<file path="src/rtl/rst_seq_cfg.svh">
// Purpose: timing and encoding constants for the reset pin sequencer
// Assumes: core clock is the pll_output_clock, 20 MHz
// Notes: counts are in pll_output_clock cycles
`ifndef RST_SEQ_CFG_SVH
`define RST_SEQ_CFG_SVH
`define RST_DRIVE_CYCLES 512
`define RST_SEQ_CYCLES 768
`define RST_CNT_W 10
`define RST_PIN_ACTIVE 1'h0
`define RST_PIN_IDLE 1'h1
`endif

</file>
<file path="src/rtl/rst_seq_pkg.sv">
// Purpose: types for the reset pin sequencer
// Assumes: nothing
// Notes: states of the sequence engine
package rst_seq_pkg;
   typedef enum logic [1:0] {
      ST_IDLE,
      ST_DRIVE,
      ST_WAIT,
      ST_EXT_HOLD
   } rst_seq_state_t;
endpackage

</file>
<file path="src/rtl/rst_pin_sync.sv">
// Purpose: two-flop synchroniser for the reset pin input level
// Assumes: pin level may change at any time
// Notes: first stage feeds only the second stage
`timescale 1ns/10ps
`include "rst_seq_cfg.svh"
module rst_pin_sync (
   input wire logic i_core_clk, // core clock
   input wire logic i_srst,     // sync reset, active high
   input wire logic i_pin,      // raw pin level
   output logic o_pin_sync      // synchronised level
);
   logic meta_r;
   logic meta_nxt;
   logic sync_r;
   logic sync_nxt;

   always_comb begin
      meta_nxt = i_pin;
      sync_nxt = meta_r;
   end

   // reset to idle high so a reset does not look like an external hold
   always_ff @(posedge i_core_clk) begin
      if (i_srst) begin
         meta_r <= `RST_PIN_IDLE;
         sync_r <= `RST_PIN_IDLE;
      end else begin
         meta_r <= meta_nxt;
         sync_r <= sync_nxt;
      end
   end

   assign o_pin_sync = sync_r;
endmodule

</file>
<file path="src/rtl/reset_pin_sequencer.sv">
// Purpose: drives the bidirectional active-low reset pin and internal reset
// Assumes: i_core_clk is the pll_output_clock; pin resolved outside
// Notes: pull-up requested by a static output flag to the pad
// Summary of operation
// (RULE1) reset pin active low, bidirectional, external low resets
// (RULE2) any reset source drives pin low 512 cycles
// (RULE3) after 512 cycles release the pin
// (RULE4) internal reset held for full 768-cycle sequence
// (RULE5) pin held low externally extends internal reset
// (RULE6) internal pull-up keeps pin high when undriven
// (RULE7) sample synchronised pin after release, detect external hold
`timescale 1ns/10ps
`include "rst_seq_cfg.svh"
module reset_pin_sequencer
   import rst_seq_pkg::*;
#(
   parameter int DRIVE_CYCLES = `RST_DRIVE_CYCLES,
   parameter int SEQ_CYCLES = `RST_SEQ_CYCLES
) (
   input wire logic i_core_clk,  // pll_output_clock, 20 MHz
   input wire logic i_srst,      // sync reset, active high
   input wire logic i_rst_src,   // internal reset source, level or pulse
   input wire logic i_rst_pin,   // reset pin level in
   output logic o_rst_pin,       // reset pin level out
   output logic o_rst_pin_oe,    // reset pin output enable
   output logic o_rst_pin_pu,    // pad pull-up enable
   output logic o_int_rst,       // internal reset, active high
   output logic o_ext_hold       // external hold seen at sequence end
);
   localparam int CW = `RST_CNT_W;

   // the counter must reach the full sequence length without wrapping
   if (DRIVE_CYCLES < 1 || SEQ_CYCLES <= DRIVE_CYCLES
         || SEQ_CYCLES >= (1 << CW)) begin : g_bad_counts
      $error("reset_pin_sequencer: bad cycle counts");
   end

   // ==========================================================
   // pin synchroniser
   logic pin_sync;

   rst_pin_sync u_sync (
      .i_core_clk(i_core_clk),
      .i_srst(i_srst),
      .i_pin(i_rst_pin),
      .o_pin_sync(pin_sync)
   );

   // ==========================================================
   // sequence engine
   rst_seq_state_t state_r;
   rst_seq_state_t state_nxt;
   logic [CW-1:0] cnt_r;
   logic [CW-1:0] cnt_nxt;
   logic oe_r;
   logic oe_nxt;
   logic irst_r;
   logic irst_nxt;
   logic hold_r;
   logic hold_nxt;
   logic ext_low;

   function automatic logic [CW-1:0] to_cnt(input int v);
      to_cnt = CW'(v);
   endfunction

   // a low pin while we are not driving it is an outside reset
   assign ext_low = (pin_sync == `RST_PIN_ACTIVE); // RULE1

   always_comb begin
      state_nxt = state_r;
      cnt_nxt = cnt_r;
      oe_nxt = oe_r;
      irst_nxt = irst_r;
      hold_nxt = hold_r;
      unique case (state_r)
         ST_IDLE: begin
            if (i_rst_src || ext_low) begin
               state_nxt = ST_DRIVE; // RULE2
               cnt_nxt = to_cnt(1);
               oe_nxt = 1'b1;
               irst_nxt = 1'b1;
               hold_nxt = 1'b0;
            end
         end
         ST_DRIVE: begin
            cnt_nxt = cnt_r + to_cnt(1);
            if (cnt_r == to_cnt(DRIVE_CYCLES)) begin
               state_nxt = ST_WAIT; // RULE3
               oe_nxt = 1'b0;
            end
         end
         ST_WAIT: begin
            cnt_nxt = cnt_r + to_cnt(1);
            if (cnt_r == to_cnt(SEQ_CYCLES)) begin
               if (ext_low) begin
                  state_nxt = ST_EXT_HOLD; // RULE7
                  hold_nxt = 1'b1;
               end else begin
                  state_nxt = ST_IDLE; // RULE4
                  irst_nxt = 1'b0;
               end
            end
         end
         ST_EXT_HOLD: begin
            if (!ext_low) begin
               state_nxt = ST_IDLE; // RULE5
               irst_nxt = 1'b0;
               hold_nxt = 1'b0;
            end
         end
      endcase
   end

   // reset starts a full sequence: internal reset asserted, pin driven
   always_ff @(posedge i_core_clk) begin
      if (i_srst) begin
         state_r <= ST_DRIVE;
         cnt_r <= to_cnt(1);
         oe_r <= 1'b1;
         irst_r <= 1'b1;
         hold_r <= 1'b0;
      end else begin
         state_r <= state_nxt;
         cnt_r <= cnt_nxt;
         oe_r <= oe_nxt;
         irst_r <= irst_nxt;
         hold_r <= hold_nxt;
      end
   end

   assign o_rst_pin = `RST_PIN_ACTIVE; // RULE1
   assign o_rst_pin_oe = oe_r;
   assign o_rst_pin_pu = 1'b1; // RULE6
   assign o_int_rst = irst_r;
   assign o_ext_hold = hold_r;

   // ==========================================================
   // assertions
   // helper counters measure how long the pin drive and the internal reset last
   logic [CW-1:0] oe_len_r;
   logic [CW-1:0] oe_len_nxt;
   logic [CW-1:0] irst_len_r;
   logic [CW-1:0] irst_len_nxt;

   always_comb begin
      oe_len_nxt = '0;
      irst_len_nxt = '0;
      if (o_rst_pin_oe) begin
         oe_len_nxt = oe_len_r + to_cnt(1);
      end
      // saturate: an outside hold may outlast the counter
      if (o_int_rst) begin
         irst_len_nxt = (irst_len_r == '1) ? irst_len_r : irst_len_r + to_cnt(1);
      end
   end

   always_ff @(posedge i_core_clk) begin
      if (i_srst) begin
         oe_len_r <= '0;
         irst_len_r <= '0;
      end else begin
         oe_len_r <= oe_len_nxt;
         irst_len_r <= irst_len_nxt;
      end
   end
endmodule

</file>
<file path="config.mk">
export PLATFORM = sky130hd
export DESIGN_NAME = reset_pin_sequencer
export DESIGN_NICKNAME = d
export VERILOG_FILES = /design/src/rtl/rst_seq_pkg.sv /design/src/rtl/rst_pin_sync.sv /design/src/rtl/reset_pin_sequencer.sv
export VERILOG_INCLUDE_DIRS = /design/src /design/src/rtl
export SDC_FILE = /design/constraint.sdc
export NUM_CORES = 1
export LEC_CHECK = 0
export BUFFER_PORTS_ARGS = -buffer_cell sky130_fd_sc_hd__clkbuf_2
export CORE_MARGIN = 10
export CORE_UTILIZATION = 55
export CTS_BUF_LIST = sky130_fd_sc_hd__clkbuf_16
export DETAILED_ROUTE_END_ITERATION = 8
export PLACE_DENSITY = 0.74
export RECOVER_POWER = 25
export SYNTH_ARGS = -nofsm -noshare
export SYNTH_HDL_FRONTEND = slang
export SYNTH_SLANG_ARGS = --single-unit
export TNS_END_PERCENT = 100
</file>
<file path="constraint.sdc">
create_clock -name i_core_clk -period 6.1 [get_ports i_core_clk]
set_input_delay 0 -clock i_core_clk [delete_from_list [all_inputs] [get_ports i_core_clk]]
set_output_delay 0 -clock i_core_clk [all_outputs]
set_load 0.02 [all_outputs]
</file>
==> key figures <==
Outcome
  – Run status: finished clean

Clock tree
  – CTS clk-pin slew, worst paths: 50 ps
  – Root Driver: clkbuf_16
  – Setup bufs post-CTS: 0
  – H-tree Lvls: 1
  – Worst-skew pair later-pin latency: 250 ps
  – Num CTS Buffers: 3
  – Clock tree from TritonCTS: done
  – CTS Buffer Depth: 2
  – CTS Sinks: 17

Power and ir drop
  – Maximum VDD drop: 0.227 mV
  – LEAKAGE: 0.396 nW
  – Power Density: 380 nW/µm²
  – Overall Power: 0.407 mW

Setup path
  – Register-to-register setup slack: 3990 ps
  – Worst-path fanout max: 8
  – CP required: 6240 ps
  – CP arrival: 2250 ps
  – Worst r2r dst: state_r[1]
  – Reg-to-reg startpoint: state_r[0]
  – Crit Path Class: flop to flop
  – Number of cells on the worst reg-to-reg path: 6
  – Buf/Inv on CP: 1
  – Crit end category: flop
  – Setup crit start kind: flop
  – CP delay by family, top: simple AND/OR/NAND/NOR gates
  – Slowest cell on crit path: dfxtp_1
  – Worst-path cell chain: inv_1 -> ha_1 -> and3b_1 -> or3_1 -> a211o_1 -> a32o_1
  – Slowest stage delay, CP: 420 ps

Die
  – Die ar.: 3820 µm²
  – Initial core utilization: 0.569
  – # rows: 15
  – I/O Pins: 9
  – Chip width: 61.8 µm
  – Total core area: 1690 µm²
  – Die height: 61.8 µm

Synthesis
  – Leading cell types by count after synthesis: 17 x dfxtp_1, 10 x inv_1, 10 x nor2_1
  – Synthesized cell area: 961 µm²
  – Post-synth EDFFs: 0
  – Synth warn: 0
  – Most used DFF post-synth: dfxtp_1
  – Cell with the most instances after synthesis: dfxtp_1
  – Synthesized flop and latch total: 17
  – Seq/Total Area, Yosys: 0.354
  – Synth cell types: 39
  – Async set-reset flop share out of synthesis: 0
  – Gate Count Post-Synth: 107
  – Net count after synthesis: 118
  – Synth area leader: dfxtp_1
  – Share of the synthesized area in the top cell type: 0.354
  – Mean post-synth cell area: 8.98 µm²
  – Dominant cells by area after synthesis: dfxtp_1 35%, ha_1 9.1%, nor4b_4 4.9%

Routing
  – Vias/cell: 6.07
  – Via Count: 801
  – Detailed-route DRC error count: 0
  – Wire per inst: 14.8 µm
  – Starting DRC count in detailed routing: 27
  – Routed wire length: 1960 µm
  – ANT nets after route: 0
  – Drt pass-1 iters: 5

Finish
  – Nets: 127
  – Core occupancy in the finished layout: 0.634
  – Ant diodes: 0
  – Area Growth Syn to Fin: 11.5%
  – Share of cells above drive strength 1: 0.0957

Placed design
  – Placer's final routability congestion estimate: 0.866
  – Post-DP HPWL: 1400 µm
  – PortBufs: 6

Timing
  – Max-slew violations: 0
  – Slew HR: 0.596
  – Final Hold Fails: 0
  – Tightest Pin Transition: 601 ps
  – RSZ-0062 raised after global routing: false
  – Tmin final: 2110 ps
  – Fin crit share: 0.346
  – Setup violators final: 0
  – Fmax: 474 MHz
  – Clock Skew: 2.38 ps
  – Fin Setup TNS: 0 ps

GRT
  – GRT Overall Usage: 0.118
  – Largest net degree at the start of global routing: 10
  – First-pass GRT wire length: 3440 µm
  – Grt total ovfl: 0
  – Antenna violations before repair: 0
  – Vias in the first global route: 733

Hold path
  – Hold depth: 2
  – Min-Delay Path Class: input pin to flop
  – Hold Startpoint: i_srst
  – Worst hold endpoint: o_ext_hold

Run
  – Max Cap Viol: 0
[layout make-up]
cell class,count,area (µm²)
Inverter,10,37.5
Timing Repair Buffer,7,36.3
Tap cell,17,21.3
Clock inverter,1,3.75
Fill cell,155,618
Multi-Input combinational cell,77,557
Clock buffer,3,75.1
Sequential cell,17,340
[kinds of logic (layout without fill, tap and decap cells)]
logic type               count (synthesis)  count (layout)  synth area share
AO/OA/AOI/OAI                           22              22             0.143
AND/OR/NAND/NOR                         40              40             0.281
adder cells (fa/ha/maj)                  7               7            0.0911
buffers and inverters                   13              21            0.0664
flip-flops                              17              17             0.354
other                                    2               2           0.00782
XOR/XNOR                                 5               5            0.0456
multiplexers                             1               1            0.0104
[through the flow]
stage | instances | worst slack [ps] | hold slack [ps] | instance area (µm²)
3_3_place_gp | 127 | 4110 | 187 | 986
2_1_floorplan | 107 | 4160 | 72.4 | 961
3_5_place_dp | 127 | 4040 | 186 | 986
6_report | 132 | 3990 | 41.4 | 1070
4_1_cts | 132 | 4010 | 43.7 | 1070
5_1_grt | 132 | 3790 | 62.9 | 1070
[state kept, by name (all words and copies together) (netlist names)]
register	cells
o_int_rst	1
u_sync.meta_r	1
state_r	2
cnt_r	10
o_rst_pin_oe	1
o_ext_hold	1
u_sync.o_pin_sync	1
[layer usage]
layer  routed length (µm)  vias up  global-route usage
met5                    0        -                   0
met2                  839       23               0.168
met4                   55        0              0.0637
met3                  115        8              0.0427
li1                     -      399                   -
met1                  950      371               0.151
[what timing repair did]
action | 4_1_cts | 5_1_grt
hold endpoints to repair | 1 | 0
gates resized for setup | 0 | 0
hold buffers | 1 | 0
[how the worst max path moves through the flow]
stage,slack [ps],cells past startpoint,to,startpoint
5_1_grt,3790,6,cnt_r[2],state_r[0]
2_1_floorplan,4160,7,state_r[1],state_r[0]
3_3_place_gp,4110,6,state_r[1],state_r[1]
4_1_cts,4010,6,state_r[1],state_r[0]
3_5_place_dp,4040,6,state_r[1],state_r[0]
6_report,3990,6,state_r[1],state_r[0]
[cells in the final DEF, fill, tap and decap left out, types with 2 or more instances in the layout]
master / count
dfxtp_1: 17
inv_1: 11
nor2_1: 10
ha_1: 7
o21ai_0: 6
a21oi_1: 6
xnor2_1: 5
nand2_1: 4
or3_1: 4
clkbuf_16: 3
clkbuf_2: 3
clkbuf_1: 3
nand2b_1: 2
nor4b_4: 2
nor4b_1: 2
nand3_1: 2
or2_2: 2
nor4_1: 2
conb_1: 2
[power by group]
part	internal (mW)	switching, mW
Combinational	0.0563	0.0772
Clock	0.0870	0.0419
Sequential	0.127	0.0181
Power figures use the tool's default switching activity.
